File: config.mk
export PLATFORM = sky130hd
export DESIGN_NAME = pp_port
export DESIGN_NICKNAME = d
export VERILOG_FILES = /design/src/logic/pp_pkg.sv /design/src/logic/pp_sync.sv /design/src/logic/pp_port.sv
export SDC_FILE = /design/constraint.sdc
export NUM_CORES = 1
export LEC_CHECK = 0
export ABC_AREA = 1
export BUFFER_PORTS_ARGS = -buffer_cell sky130_fd_sc_hd__buf_2
export CORE_ASPECT_RATIO = 0.5
export CORE_UTILIZATION = 46
export CTS_CLUSTER_SIZE = 16
export DETAILED_ROUTE_END_ITERATION = 10
export PLACE_DENSITY = 0.71
export SETUP_SLACK_MARGIN = 0.1
export SLEW_MARGIN = 40
export SYNTH_ARGS = -nofsm -noshare
export SYNTH_HDL_FRONTEND = slang
export SYNTH_SLANG_ARGS = --single-unit
File: constraint.sdc
create_clock -name pclk -period 2.32 [get_ports pclk]
set_input_delay 0.58 -clock pclk [delete_from_list [all_inputs] [get_ports pclk]]
set_output_delay 0.58 -clock pclk [all_outputs]
set_load 0.02 [all_outputs]
File: src/logic/pp_pkg.sv
package pp_pkg;

  // ==========================================================================
  // Sizes
  localparam int PP_NPINS = 32;
  localparam int PP_HALF  = 16;
  localparam int PP_AW    = 12;

  // ==========================================================================
  // Register indices as printed; the byte address is four times the index.
  localparam logic [7:0]  PP_IDX_MODE_LO = 8'h70;
  localparam logic [7:0]  PP_IDX_DIR_LO  = 8'h72;
  localparam logic [7:0]  PP_IDX_DATA_LO = 8'h74;
  localparam logic [7:0]  PP_IDX_MODE_HI = 8'h76;
  localparam logic [7:0]  PP_IDX_DIR_HI  = 8'h78;
  localparam logic [7:0]  PP_IDX_DATA_HI = 8'h7A;
  localparam logic [11:0] PP_ADDR_MODE_LO = {2'h0, PP_IDX_MODE_LO, 2'h0};
  localparam logic [11:0] PP_ADDR_DIR_LO  = {2'h0, PP_IDX_DIR_LO, 2'h0};
  localparam logic [11:0] PP_ADDR_DATA_LO = {2'h0, PP_IDX_DATA_LO, 2'h0};
  localparam logic [11:0] PP_ADDR_MODE_HI = {2'h0, PP_IDX_MODE_HI, 2'h0};
  localparam logic [11:0] PP_ADDR_DIR_HI  = {2'h0, PP_IDX_DIR_HI, 2'h0};
  localparam logic [11:0] PP_ADDR_DATA_HI = {2'h0, PP_IDX_DATA_HI, 2'h0};

  // ==========================================================================
  // Values after reset
  localparam logic [15:0] PP_MODE_LO_RST = 16'h0000;
  localparam logic [15:0] PP_MODE_HI_RST = 16'h0000;
  localparam logic [15:0] PP_DIR_LO_RST  = 16'hFC0F;
  localparam logic [15:0] PP_DIR_HI_RST  = 16'hFFFF;
  localparam logic [31:0] PP_DATA_RST    = 32'h0000_0000;

  // ==========================================================================
  // Pin 6 pulls down; pins 26 and 29 follow the bus-high strap.
  localparam logic [31:0] PP_PULLDN_MASK  = 32'h0000_0040;
  localparam logic [31:0] PP_STRAP_MASK   = 32'h2400_0000;
  localparam logic [1:0]  PP_STRAP_SETTLE = 2'h2;

  // ==========================================================================
  // Pad controls during reset, decoded from the reset configuration.
  localparam logic [31:0] PP_PULLED_RST = {PP_DIR_HI_RST, PP_DIR_LO_RST} &
                                          ~{PP_MODE_HI_RST, PP_MODE_LO_RST};
  localparam logic [31:0] PP_PULLUP_RST = PP_PULLED_RST & ~PP_PULLDN_MASK;
  localparam logic [31:0] PP_PULLDN_RST = PP_PULLED_RST & PP_PULLDN_MASK;
  localparam logic [31:0] PP_OWNS_RST   = ~({PP_DIR_HI_RST, PP_DIR_LO_RST} |
                                            {PP_MODE_HI_RST, PP_MODE_LO_RST});

  // ==========================================================================
  // Types
  typedef enum logic [1:0] {PP_FN_NORMAL, PP_FN_IN_PULL, PP_FN_OUT, PP_FN_IN_FLOAT} pp_fn_t;
  typedef enum logic [2:0] {PP_SEL_MODE_LO, PP_SEL_DIR_LO, PP_SEL_DATA_LO, PP_SEL_MODE_HI,
                            PP_SEL_DIR_HI, PP_SEL_DATA_HI, PP_SEL_NONE} pp_sel_t;

  // ==========================================================================
  // Decode of one pin's select and direction pair.
  function automatic pp_fn_t pp_fn(input logic m, input logic d);
    pp_fn_t f;
    case ({m, d})
      2'h0:    f = PP_FN_NORMAL;
      2'h1:    f = PP_FN_IN_PULL;
      2'h2:    f = PP_FN_OUT;
      default: f = PP_FN_IN_FLOAT;
    endcase
    return f;
  endfunction

  // Register select from a byte address.
  function automatic pp_sel_t pp_decode(input logic [11:0] a);
    pp_sel_t s;
    if (a == PP_ADDR_MODE_LO)
      s = PP_SEL_MODE_LO;
    else if (a == PP_ADDR_DIR_LO)
      s = PP_SEL_DIR_LO;
    else if (a == PP_ADDR_DATA_LO)
      s = PP_SEL_DATA_LO;
    else if (a == PP_ADDR_MODE_HI)
      s = PP_SEL_MODE_HI;
    else if (a == PP_ADDR_DIR_HI)
      s = PP_SEL_DIR_HI;
    else if (a == PP_ADDR_DATA_HI)
      s = PP_SEL_DATA_HI;
    else
      s = PP_SEL_NONE;
    return s;
  endfunction

  // Byte-lane merge of a 16-bit register write.
  function automatic logic [15:0] pp_merge16(input logic [15:0] old, input logic [15:0] wd,
                                             input logic [1:0] strb);
    logic [15:0] r;
    r = old;
    if (strb[0])
      r[7:0] = wd[7:0];
    if (strb[1])
      r[15:8] = wd[15:8];
    return r;
  endfunction

endpackage

File: src/logic/pp_sync.sv
`timescale 1ns/1ps
// Two-flop synchroniser; only the second stage leaves the module.
module pp_sync #(
  parameter int W = 1
) (
  // Clock and reset
  input  logic         pclk,
  input  logic         presetn,
  // Data
  input  logic [W-1:0] d,
  output logic [W-1:0] q
);

  logic [W-1:0] meta_r;

  // ==========================================================================
  // Two stages; the first is read by the second and by nothing else.
  always_ff @(posedge pclk or negedge presetn)
  begin
    if (!presetn)
    begin
      meta_r <= '0;
      q      <= '0;
    end
    else
    begin
      meta_r <= d;
      q      <= meta_r;
    end
  end

endmodule

File: src/logic/pp_port.sv
`timescale 1ns/1ps
//
// How it works
// - Output pins drive the level held in their data register bit.
// - Input pins copy the sampled pin level into their data bit.
// - Select,direction: 00 normal, 01 input pulled, 10 output, 11 input floating.
// - Pins 0-15 use low registers, 16-31 high registers; register bit n is pin n, or pin n+16 in a high register.
// - Low direction register resets to FC0F.
// - High direction register resets to all ones.
// - Both function-select registers reset to zero.
// - Data registers hold no meaningful value until written or sampled.
// - After reset every pin is normal or pulled input.
// - Pin 6 pulls down as a pulled input; other pins pull up.
// - Bus-high strap low at reset puts pins 26 and 29 in normal use.
module pp_port
  import pp_pkg::*;
(
  // Clock and reset
  input  logic                    pclk,
  input  logic                    presetn,
  // APB slave
  input  logic                    psel,
  input  logic                    penable,
  input  logic                    pwrite,
  input  logic [pp_pkg::PP_AW-1:0] paddr,
  input  logic [31:0]             pwdata,
  input  logic [3:0]              pstrb,
  output logic [31:0]             prdata,
  output logic                    pready,
  output logic                    pslverr,
  // Pads
  input  logic [31:0]             pin_in,
  input  logic                    bus_high_strap_n,
  output logic [31:0]             pin_out,
  output logic [31:0]             pin_oe,
  output logic [31:0]             pin_pull_up,
  output logic [31:0]             pin_pull_down,
  // Peripheral side in normal use
  input  logic [31:0]             periph_out,
  input  logic [31:0]             periph_oe,
  output logic [31:0]             periph_in,
  output logic [31:0]             periph_owns
);
  import pp_pkg::*;

  logic [31:0] mode_r;
  logic [31:0] mode_nxt;
  logic [31:0] dir_r;
  logic [31:0] dir_nxt;
  logic [31:0] data_r;
  logic [31:0] data_nxt;
  logic [31:0] wdata_nxt;
  logic [31:0] pin_sync;
  logic        strap_sync;
  logic [1:0]  strap_cnt_r;
  logic        strap_pend_r;
  logic        strap_apply;
  logic        pready_r;
  logic        pslverr_r;
  logic [31:0] prdata_r;
  logic [31:0] pin_out_r;
  logic [31:0] pin_oe_r;
  logic [31:0] pull_up_r;
  logic [31:0] pull_dn_r;
  logic [31:0] owns_r;
  logic [31:0] pin_out_nxt;
  logic [31:0] pin_oe_nxt;
  logic [31:0] pull_up_nxt;
  logic [31:0] pull_dn_nxt;
  logic [31:0] owns_nxt;
  logic [31:0] in_mask_r;
  logic [31:0] out_mask_r;
  logic [31:0] pull_mask_r;
  logic        xfer_done;
  logic        wr;
  pp_sel_t     sel;
  logic [15:0] rd_val;

  // ==========================================================================
  // Input synchronisers
  // Pads and the strap come from outside the clock domain.
  pp_sync #(
    .W (PP_NPINS + 1)
  ) u_sync (
    .pclk    (pclk),
    .presetn (presetn),
    .d       ({bus_high_strap_n, pin_in}),
    .q       ({strap_sync, pin_sync})
  );

  // ==========================================================================
  // APB slave
  // One wait state so that read data and the error flag come from flops.
  assign sel       = pp_decode(paddr);
  assign xfer_done = psel & penable & pready_r;
  assign wr        = xfer_done & pwrite & (sel != PP_SEL_NONE);

  always_ff @(posedge pclk or negedge presetn)
  begin
    if (!presetn)
      pready_r <= 1'b0;
    else
      pready_r <= psel & penable & ~pready_r;
  end

  // Read mux; unmapped addresses read zero and answer with an error.
  always_comb
  begin
    case (sel)
      PP_SEL_MODE_LO: rd_val = mode_r[15:0];
      PP_SEL_DIR_LO:  rd_val = dir_r[15:0];
      PP_SEL_DATA_LO: rd_val = data_r[15:0];
      PP_SEL_MODE_HI: rd_val = mode_r[31:16];
      PP_SEL_DIR_HI:  rd_val = dir_r[31:16];
      PP_SEL_DATA_HI: rd_val = data_r[31:16];
      default:        rd_val = 16'h0000;
    endcase
  end

  always_ff @(posedge pclk or negedge presetn)
  begin
    if (!presetn)
    begin
      prdata_r  <= 32'h0000_0000;
      pslverr_r <= 1'b0;
    end
    else if (psel & penable & ~pready_r)
    begin
      prdata_r  <= {16'h0000, rd_val};
      pslverr_r <= (sel == PP_SEL_NONE);
    end
    else
      pslverr_r <= 1'b0;
  end

  // ==========================================================================
  // Strap capture
  // The synchroniser needs two edges after release before its output is real.
  always_ff @(posedge pclk or negedge presetn)
  begin
    if (!presetn)
    begin
      strap_cnt_r  <= 2'h0;
      strap_pend_r <= 1'b1;
    end
    else if (strap_pend_r)
    begin
      if (strap_cnt_r == PP_STRAP_SETTLE)
        strap_pend_r <= 1'b0;
      else
        strap_cnt_r <= strap_cnt_r + 2'h1;
    end
  end

  assign strap_apply = strap_pend_r & (strap_cnt_r == PP_STRAP_SETTLE) & ~strap_sync;

  // ==========================================================================
  // Current pin decode
  always_comb
  begin
    in_mask_r   = '0;
    out_mask_r  = '0;
    pull_mask_r = '0;
    for (int i = 0; i < PP_NPINS; i++)
    begin
      case (pp_fn(mode_r[i], dir_r[i]))
        PP_FN_IN_PULL:
        begin
          in_mask_r[i]   = 1'b1;
          pull_mask_r[i] = 1'b1;
        end
        PP_FN_IN_FLOAT: in_mask_r[i]  = 1'b1;
        PP_FN_OUT:      out_mask_r[i] = 1'b1;
        default:        ;
      endcase
    end
  end

  // ==========================================================================
  // Register next values
  // Low register writes land in pins 0-15, high ones in pins 16-31.
  always_comb
  begin
    mode_nxt  = mode_r;
    dir_nxt   = dir_r;
    wdata_nxt = data_r;
    if (wr)
    begin
      if (sel == PP_SEL_MODE_LO)
        mode_nxt[15:0] = pp_merge16(mode_r[15:0], pwdata[15:0], pstrb[1:0]);
      else if (sel == PP_SEL_DIR_LO)
        dir_nxt[15:0] = pp_merge16(dir_r[15:0], pwdata[15:0], pstrb[1:0]);
      else if (sel == PP_SEL_DATA_LO)
        wdata_nxt[15:0] = pp_merge16(data_r[15:0], pwdata[15:0], pstrb[1:0]);
      else if (sel == PP_SEL_MODE_HI)
        mode_nxt[31:16] = pp_merge16(mode_r[31:16], pwdata[15:0], pstrb[1:0]);
      else if (sel == PP_SEL_DIR_HI)
        dir_nxt[31:16] = pp_merge16(dir_r[31:16], pwdata[15:0], pstrb[1:0]);
      else
        wdata_nxt[31:16] = pp_merge16(data_r[31:16], pwdata[15:0], pstrb[1:0]);
    end
    if (strap_apply)
    begin
      mode_nxt = mode_nxt & ~PP_STRAP_MASK;
      dir_nxt  = dir_nxt & ~PP_STRAP_MASK;
    end
    // Input pins take the synchronised level; a write to them is overwritten.
    data_nxt = (wdata_nxt & ~in_mask_r) | (pin_sync & in_mask_r);
  end

  // ==========================================================================
  // Configuration registers
  always_ff @(posedge pclk or negedge presetn)
  begin
    if (!presetn)
    begin
      mode_r <= {PP_MODE_HI_RST, PP_MODE_LO_RST};
      dir_r  <= {PP_DIR_HI_RST, PP_DIR_LO_RST};
    end
    else
    begin
      mode_r <= mode_nxt;
      dir_r  <= dir_nxt;
    end
  end

  // Data is cleared only for a known start; software must not rely on it.
  always_ff @(posedge pclk or negedge presetn)
  begin
    if (!presetn)
      data_r <= PP_DATA_RST;
    else
      data_r <= data_nxt;
  end

  // ==========================================================================
  // Pad controls
  // Built from next values so a write shows on the pads at the same edge.
  always_comb
  begin
    pin_out_nxt = '0;
    pin_oe_nxt  = '0;
    pull_up_nxt = '0;
    pull_dn_nxt = '0;
    owns_nxt    = '0;
    for (int i = 0; i < PP_NPINS; i++)
    begin
      case (pp_fn(mode_nxt[i], dir_nxt[i]))
        PP_FN_NORMAL:
        begin
          owns_nxt[i]    = 1'b1;
          pin_out_nxt[i] = periph_out[i];
          pin_oe_nxt[i]  = periph_oe[i];
        end
        PP_FN_IN_PULL:
        begin
          pull_dn_nxt[i] = PP_PULLDN_MASK[i];
          pull_up_nxt[i] = ~PP_PULLDN_MASK[i];
        end
        PP_FN_OUT:
        begin
          pin_out_nxt[i] = data_nxt[i];
          pin_oe_nxt[i]  = 1'b1;
        end
        default: ;
      endcase
    end
  end

  always_ff @(posedge pclk or negedge presetn)
  begin
    if (!presetn)
    begin
      pin_out_r <= '0;
      pin_oe_r  <= '0;
      // Pads show the reset configuration's pulls at once, not one edge late.
      pull_up_r <= PP_PULLUP_RST;
      pull_dn_r <= PP_PULLDN_RST;
      owns_r    <= PP_OWNS_RST;
    end
    else
    begin
      pin_out_r <= pin_out_nxt;
      pin_oe_r  <= pin_oe_nxt;
      pull_up_r <= pull_up_nxt;
      pull_dn_r <= pull_dn_nxt;
      owns_r    <= owns_nxt;
    end
  end

  // ==========================================================================
  // Outputs
  assign prdata        = prdata_r;
  assign pready        = pready_r;
  assign pslverr       = pslverr_r;
  assign pin_out       = pin_out_r;
  assign pin_oe        = pin_oe_r;
  assign pin_pull_up   = pull_up_r;
  assign pin_pull_down = pull_dn_r;
  assign periph_in     = pin_sync;
  assign periph_owns   = owns_r;
endmodule

# Word-level counts from Yosys, hierarchy flattened
# Cells that the tools add are included.
totals:
  register_bits: 311
  inputBits: 150
  out_inout_bits: 226
classes:
  n_addsub: 1
  eq_ne: 270
  mux: 268
  bitwise: 14
  n_reduce_logical: 130
ops:
  columns: ["operator", "count"]
  rows:
  - ["$pmux W2 S3", 64]
  - ["$eq A2 B2 Y1 const B", 129]
  - ["$eq A2 B1 Y1 const B", 128]
  - ["$mux W16", 14]
  - ["$logic_not A2 Y1", 96]
  - ["$mux W32", 6]
  - ["$pmux W1 S2", 64]
  - ["$mux W1", 99]
  - ["$mux W8", 12]
  - ["$pmux W16 S6", 1]
  - ["$eq A12 B9 Y1 const B", 6]
  - ["$and A32 B32 Y32", 2]
  - ["$reduce_or A2 Y1", 32]
  - ["$mux W30", 2]
  - ["$not A32 Y32", 1]
  - ["$or A32 B32 Y32", 1]
  - ["$mux W3", 4]
  - ["$eq A3 B3 Y1 const B", 3]
  - ["$and A1 B1 Y1", 7]
  - ["$eq A3 B2 Y1 const B", 2]
  - ["$mux W2", 2]
  - ["$eq A3 B1 Y1 const B", 1]
  - ["$logic_not A3 Y1", 1]
  - ["$ne A3 B3 Y1 const B", 1]
  - ["3 further kinds", 5]

# Longest topological paths before layout
# Gate-level depths: netlist of run 1.
logic_depth:
  depth_word: 19
  depth_mapped: 17

# Hierarchy
# From an unflattened synthesis of run 1, not the netlist that was laid out.
hier_totals:
  hier_cells: 1342
  hier_area_um2: 12796.0
by_module_without_submodules:
  columns: ["mod", "instances", "cells_each", "area_per_inst_um2", "seq_area_each_um2"]
  rows:
  - ["pp_port", 1, 1276, 11144.4, 6204.7]
  - ["pp_sync", 1, 66, 1651.6, 1651.6]

# Worst setup path after synthesis of run 1
# No wires, ideal clock.
synth_timing:
  kind: "input-to-reg"
  start: "input port paddr[9] (netlist name)"
  end: "register pin_oe_r[29], in the netlist pin_oe[29]"
  t_arrival_ps: 2218
  required_ps: 2201
  slack_ps: -17
  path_stages: 14
  cell_sequence: "inv_1 nand2_1 nor2_1 buf_2 nand3_1 nand2_1 nor2_1 a21oi_4 buf_6 buf_4 nand2_1 nand3_1 inv_2 o21a_1"
synth_via:
  elab_cells_between_ends: 39
  cone_classes: "14 x eq/ne; 21 x mux; 1 x bitwise; 3 x reduce/logical"
synth_lines:
  columns: ["element", "line", "rtl"]
  rows:
  - ["from (decl)", "pp_port.sv:25", "input logic [pp_pkg::PP_AW-1:0] paddr,"]
  - ["$eq A12 B9 Y1", "pp_pkg.sv:79", "else if (a == PP_ADDR_DATA_HI)"]
  - ["$mux W2", "pp_pkg.sv:79", null]
  - ["$mux W2", "pp_pkg.sv:77", "else if (a == PP_ADDR_DIR_HI)"]
  - ["$mux W3", "pp_pkg.sv:75", "else if (a == PP_ADDR_MODE_HI)"]
  - ["$mux W3", "pp_pkg.sv:73", "else if (a == PP_ADDR_DATA_LO)"]
  - ["$mux W3", "pp_pkg.sv:71", "else if (a == PP_ADDR_DIR_LO)"]
  - ["$mux W3 *", "pp_pkg.sv:69", "if (a == PP_ADDR_MODE_LO)"]
  - ["$eq A3 B2 Y1", "pp_port.sv:195", "else if (sel == PP_SEL_MODE_HI)"]
  - ["[... 4 more ...]", null, null]
  - ["$mux W32 *", "pp_port.sv:187", "if (wr)"]
  - ["$mux W30 *", "pp_port.sv:202", "if (strap_apply)"]
  - ["net mode_nxt[29]", "pp_port.sv:47", "logic [31:0] mode_nxt;"]
  - ["$eq A2 B2 Y1, or another cell as far along", "pp_pkg.sv:57", "case ({m, d})"]
  - ["$pmux W2 S3 *", "pp_pkg.sv:57", null]
  - ["$eq A2 B2 Y1 / $logic_not A2 Y1 (equally long branches)", "pp_port.sv:248", "case (pp_fn(mode_nxt[i], dir_nxt[i]))"]
  - ["$pmux W1 S2 *", "pp_port.sv:248", null]
  - ["net pin_oe_nxt[29]", "pp_port.sv:67", "logic [31:0] pin_oe_nxt;"]
  - ["to (signal assigned)", "pp_port.sv:284", "pin_oe_r <= pin_oe_nxt;"]
  - ["to (decl)", "pp_port.sv:62", "logic [31:0] pin_oe_r;"]
# Mark *: on every way through the listed nets, which the timed path passes. The rest lies on a longest branch.
# A chain may end at the register's enable or synchronous reset.

# Final worst setup path of run 1
layout_timing:
  start: "register pready_r, in the netlist pready"
  end: "output port pready"
layout_lines:
  columns: ["element", "line", "rtl"]
  rows:
  - ["from (decl)", "pp_port.sv:58", "logic pready_r;"]
  - ["from (signal assigned)", "pp_port.sv:103", "pready_r <= psel & penable & ~pready_r;"]
  - ["to (decl)", "pp_port.sv:29", "output logic pready,"]
# No word-level cell between the ends.

==> flow_metrics.py, run 1 <==
metrics = {
    "power_and_ir_drop": {
        "p_total_mw": 11.2,
        "vdd.ir_drop.worst_mv": 0.566,
        "p_per_area_nw_per_um2": 638,
        "power_leakage_nw": 9.75,
    },
    "sta": {
        "final-hold-violation-count": 0,
        "whs_ns": 0.122,
        "slew_violations": 0,
        "fmax_ghz": 0.484,
        "rsz0062_at_grt": "no",
        "tightestPinTransition_ns": 0.634,
        "fin_crit_ns": 2.07,
        "tns_ns": 0,
        "finalCritPeriodShare_pct": 89.1,
        "setup_viol": 0,
        "fin_worst_skew_ns": 0.0235,
        "relSlewSlack_pct": 57.7,
    },
    "worst_setup_path": {
        "reg2reg_slack_ns": 0.41,
        "critPathArrivalTime_ns": 1.49,
        "rr_worst_depth": 11,
        "crit_path_start_kind": "flip-flop",
        "path_max_fanout": 18,
        "critical_path.endpoint": "pready",
        "criticalPathCategory": "reg2out",
        "timing.rr.start": "pready",
        "cp.required_ns": 1.74,
        "endpoint_kind": "output port",
        "timing.rr.end": "pin_out[22]",
        "critPathLaunch": "pready",
    },
    "synthesis": {
        "avgSynthCellArea_um2": 8.62,
        "yosysSeqAreaShare_pct": 57.2,
        "syn-instance-count": 1594,
        "yosys_warnings": 0,
        "synth_area_um2": 13700,
        "synth_seq_cells": 311,
        "synth.distinct_cells": 31,
    },
    "place": {
        "place.port_buffers": 309,
        "place_inst": 2363,
        "gp_congestion": 0.899,
        "hpwlAfterDp_um": 26900,
    },
    "detailed_routing": {
        "vias": 11749,
        "viasPerCell": 4.86,
        "first_pass_iters": 5,
        "drt_iter0_drc": 865,
        "drt-total-wl_um": 36600,
        "drc": 0,
        "wire_per_inst_um": 15.1,
        "antenna_left": 0,
    },
    "finish": {
        "final_layout_size_suffix_gt1_share_pct": 31.2,
        "layout_commonest_cell": "nand2_1",
        "fillCellCount": 2603,
        "final_cells": 2419,
        "area_delta_synth_final_pct": 27.7,
        "final_nets": 2154,
        "final_cell_mix": "439 x nand2_1, 308 x buf_2, 252 x dfrtp_1",
        "regArea_um2": 7860,
        "multiInputGateArea_um2": 4740,
    },
    "global_routing": {
        "antenna_found_initial": 4,
        "grt_pass1_vias": 10823,
        "grt_pass1_wl_um": 57700,
        "grt-ovfl-total": 0,
        "grt.total_usage_pct": 24.2,
        "grt_max_degree": 64,
    },
    "floorplanning": {
        "boundaryPins": 376,
        "core-area_um2": 29200,
        "die_area_um2": 30600,
        "start_util_pct": 47.1,
        "die_h_um": 124,
        "die_x_um": 246,
        "std_cell_rows": 44,
    },
    "hold_path": {
        "hold_path.class": "in2reg",
    },
    "clocking": {
        "cts.path.max_buffers": 3,
        "numCtsBuffers": 28,
        "clock_latency_ns": 0.57,
        "cts_tree": "yes",
        "clk_pin_slew_worst_paths_ns": 0.07,
        "clock_sinks": 311,
        "cts-resized-gates": 0,
        "cts-root-buf": "clkbuf_16",
        "h-tree-depth": 1,
    },
    "status": {
        "status": "finished, final reports clean",
    },
    "job": {
        "cap_viol_max_count": 0,
    },
}
[stage by stage]
stage | instance area, um2 | setup slack, ns | util, %
2_1_floorplan | 14000 | 0.0987 | -
3_3_place_gp | 16600 | -0.192 | 56.7
3_5_place_dp | 16600 | -0.201 | 56.8
4_1_cts | 17500 | 0.230 | 60.1
5_1_grt | 17600 | 0.149 | 60.2
6_report | 17600 | 0.253 | 60.2
[metal layers]
metal	GRT usage (%)	share of wire, %	vias to the layer above
li1	-	-	5780
met1	33.5	44	5535
met2	37.7	46	382
met3	6.19	8.0	52
met4	6.46	2.1	0
met5	0	0	-
[report_power, final]
part | switching [mW] | internal (mW)
Clock | 2.07 | 2.85
Combinational | 0.474 | 0.225
Sequential | 0.0506 | 5.53
[worst min path at each step]
stage | from | end | slack [ns] | cells past startpoint
after detailed placement | u_sync.meta_r[21] | u_sync.q[21] | 0.33 | 0
after CTS | pin_in[13] | u_sync.meta_r[13] | 0.09 | 1
after floorplan | presetn | data_r[0] | 0.28 | 0
after global placement | u_sync.meta_r[2] | u_sync.q[2] | 0.33 | 0
after global routing | pin_in[13] | u_sync.meta_r[13] | 0.09 | 1
final | pin_in[7] | u_sync.meta_r[7] | 0.12 | 1
[cell usage after synthesis]
cell type / n / area (um2)
or2_2: 8 / 50.1
nand4_1: 4 / 25.0
ha_1: 1 / 12.5
o211ai_1: 2 / 15.0
a21oi_4: 1 / 16.3
buf_1: 1 / 3.75
nor2_1: 120 / 450
buf_2: 7 / 35.0
o21ai_2: 45 / 394
a21oi_1: 27 / 135
nand3_1: 43 / 215
dfrtp_1: 252 / 6310
clkinv_1: 3 / 11.3
dfstp_2: 59 / 1550
o22ai_1: 22 / 138
nand2_1: 440 / 1650
o31ai_1: 16 / 120
clkbuf_1: 37 / 139
nand3_2: 2 / 20.0
buf_4: 56 / 420
inv_2: 26 / 97.6
a21boi_0: 2 / 15.0
inv_1: 174 / 653
nor2_2: 3 / 18.8
o21ai_0: 211 / 1060
o21ai_1: 19 / 95.1
o21a_1: 5 / 37.5
nor3_1: 3 / 15.0
conb_1: 1 / 3.75
buf_6: 3 / 33.8
xor2_1: 1 / 8.76
[repair_timing]
action | 4_1_cts | 5_1_grt
endpoints found under the hold margin | 36 | 0
hold buffers | 1 | 0
setup buffers | 0 | 0
setup endpoints to repair | 0 | 0
[cells by family (layout without fill, tap and decap cells)]
kind of cell	after synthesis	after routing	synth area share [%]
simple gates	623	623	17.8
compound gates	350	350	14.7
flops	311	311	57.2
buf+inv	307	691	10.1
fa+ha+maj	1	1	0.0910
other cells	1	51	0.0273
xor+xnor	1	1	0.0637
[sequential cells by signal (all words and copies together) (netlist names), 2 cells and up]
| register | count |
|---|---|
| u_sync.meta_r | 33 |
| prdata | 16 |
| pin_oe | 32 |
| dir_r | 32 |
| data_r | 32 |
| u_sync.q | 33 |
| pin_pull_up | 31 |
| pin_out | 32 |
| mode_r | 32 |
| periph_owns | 32 |
| strap_cnt_r | 2 |
[area by class of cell]
cell class                 count  share of cell area [%]
inverter                     203                    4.34
tap                          391                    2.79
clock inverter                11                   0.984
multi-input combinational   1023                    27.0
antenna                        3                  0.0428
timing repair buffer         436                    15.5
sequential                   311                    44.8
clock buffer                  41                    4.56
[critical path: stages, from the launching register on]
cell and delay [ns]:
dfrtp_1 0.41, buf_4 0.27, buf_2 0.23
Power figures use the tool's default switching activity.
==> run 2: changes to the inputs <==
PLACE_DENSITY = 0.75   (was 0.71)
SETUP_SLACK_MARGIN = 0.5   (was 0.1)
==> run 2 against run 1 <==
Net effect:
- utilization rose by 5.0 points
- routed wire length grew 8.7%
- register-to-register slack improved by 0.10 ns
- sequential share of layout area decreased by 3.4 points
- sequential power barely moved
- clock power increased by 4%
- combinational power rose by 9.4%
- critical path type is now in2reg
- largest cell class unchanged
==> flow_metrics.py, run 2 (synthesis gave the netlist of run 1 again) <==
metrics = {
    "status": {
        "status": "finished, final reports clean",
    },
    "finish": {
        "fillCellCount": 2290,
        "largestRegisters": "u_sync.meta_r: 33 flops, u_sync.q: 33 flops",
        "num_antenna_cells": 0,
        "final_cells": 2446,
        "multiInputGateArea_um2": 5330,
        "final_layout_size_suffix_gt1_share_pct": 38.2,
        "final_cell_mix": "384 x nand2_1, 269 x buf_2, 252 x dfrtp_1",
        "regArea_um2": 7860,
        "layout_commonest_cell": "nand2_1",
        "final_nets": 2185,
        "area_delta_synth_final_pct": 38.3,
    },
    "worst_setup_path": {
        "slowest_stage": "nor2_4",
        "path_max_fanout": 8,
        "critPathArrivalTime_ns": 2.44,
        "critPathMaxStageDelay_ns": 0.23,
        "crit_path_start_kind": "input port",
        "cp_top_family": "buffers and inverters",
        "endpoint_kind": "flip-flop",
        "path_buf_inv": 9,
        "path_cells": "buf_8 > inv_4 > nand2_4 > nor2_4 > nand3_4 > nand2_4 > nor2_4 > a21oi_4 > buf_8 > buf_12 > buf_12 > buf_6 > o21ai_4 > buf_4 > buf_6 > nand2_1 > inv_1",
        "cp.required_ns": 2.83,
        "criticalPathCategory": "in2reg",
    },
    "global_routing": {
        "grt.total_usage_pct": 25.1,
        "grt_max_degree": 61,
        "antenna_found_initial": 0,
        "grt_pass1_vias": 11132,
        "grt-ovfl-total": 0,
        "grt_pass1_wl_um": 59800,
    },
    "sta": {
        "relSlewSlack_pct": 58.2,
        "tightestPinTransition_ns": 0.625,
        "rsz0062_at_grt": "yes",
        "slew_violations": 0,
        "fin_worst_skew_ns": 0.0134,
        "fmax_ghz": 0.517,
        "finalCritPeriodShare_pct": 83.4,
        "fin_crit_ns": 1.93,
        "whs_ns": 0.115,
        "final-hold-violation-count": 0,
        "setup_viol": 0,
    },
    "place": {
        "hpwlAfterDp_um": 26900,
        "place.port_buffers": 309,
        "gp_congestion": 0.891,
        "place_inst": 2352,
    },
    "clocking": {
        "cts-root-buf": "clkbuf_16",
        "cts_tree": "yes",
        "clk_pin_slew_worst_paths_ns": 0.07,
        "h-tree-depth": 1,
        "clock_latency_ns": 0.57,
        "cts.path.max_buffers": 3,
        "numCtsBuffers": 29,
        "clock_sinks": 311,
    },
    "detailed_routing": {
        "vias": 12193,
        "drt-total-wl_um": 39800,
        "drc": 0,
        "first_pass_iters": 5,
        "viasPerCell": 4.98,
        "drt_iter0_drc": 954,
        "wire_per_inst_um": 16.3,
        "antenna_left": 0,
    },
    "floorplanning": {
        "die_area_um2": 30600,
        "std_cell_rows": 44,
        "boundaryPins": 376,
        "core-area_um2": 29200,
        "start_util_pct": 47.1,
        "die_x_um": 246,
        "die_h_um": 124,
    },
    "power_and_ir_drop": {
        "vdd.ir_drop.worst_mv": 0.495,
        "power_leakage_nw": 10.2,
        "p_per_area_nw_per_um2": 603,
    },
    "job": {
        "cap_viol_max_count": 0,
    },
    "hold_path": {
        "hold_path.class": "in2reg",
    },
}
==> run 2: cell type report <==
| class | count | share of cell area [%] |
|---|---|---|
| clock buffers | 38 | 4.15 |
| clock inverters | 14 | 1.15 |
| inverters | 203 | 4.17 |
| multi-input cells | 1023 | 28.0 |
| repair buffers | 466 | 18.6 |
| flip-flops and latches | 311 | 41.3 |
| well taps | 391 | 2.57 |
==> run 2: per-layer routing <==
layer,share of wire [%],wire length (um),vias up,global-route usage [%]
met1,42,16700,5853,35.2
met4,2.4,953,0,6.46
met3,8.2,3260,76,4.69
met2,47,18900,427,40.0
li1,-,-,5837,-
met5,0,0,-,0
==> run 2: path summary, 6_finish.rpt <==
path	from	end	slack (ns)	depth (start not counted)
worst min register to register	u_sync.meta_r[11]	u_sync.q[11]	0.35	0
worst min-delay path	pin_in[22]	u_sync.meta_r[22]	0.11	1
min in group asynchronous	presetn	u_sync.q[17]	0.52	2
worst max register to register	pready	pin_pull_up[3]	0.51	11
max in group asynchronous	presetn	dir_r[24]	1.08	3
worst max-delay path	paddr[0]	pin_pull_up[3]	0.39	17
==> run 2: timing repair <==
| action | in CTS | in global routing |
|---|---|---|
| setup endpoints to repair | 89 | 174 |
| gates resized for setup | 102 | 172 |
| endpoints found under the hold margin | 32 | 0 |
| hold buffers | 1 | 0 |
| setup buffers | 10 | 21 |
| gates cloned | 5 | 5 |
| pin swaps | 15 | 38 |
==> run 2: per-stage QoR <==
stage | total power [mW] | instance area, um2 | setup TNS [ns] | util (%) | setup WS, ns
2_1_floorplan | 6.07 | 14100 | 0 | - | 0.135
3_3_place_gp | 6.38 | 16600 | -7.98 | 56.9 | -0.168
3_5_place_dp | 6.39 | 16600 | -9.67 | 56.9 | -0.180
4_1_cts | 11.5 | 18200 | 0 | 62.2 | 0.455
5_1_grt | 11.9 | 19000 | 0 | 65.1 | 0.322
6_report | 11.5 | 19000 | 0 | 65.1 | 0.385
==> run 2: where the power goes <==
group / total [mW] / internal, mW / switching, mW
sequential: 5.59 / 5.53 / 0.0551
combinational: 0.765 / 0.261 / 0.503
clock: 5.11 / 2.96 / 2.14
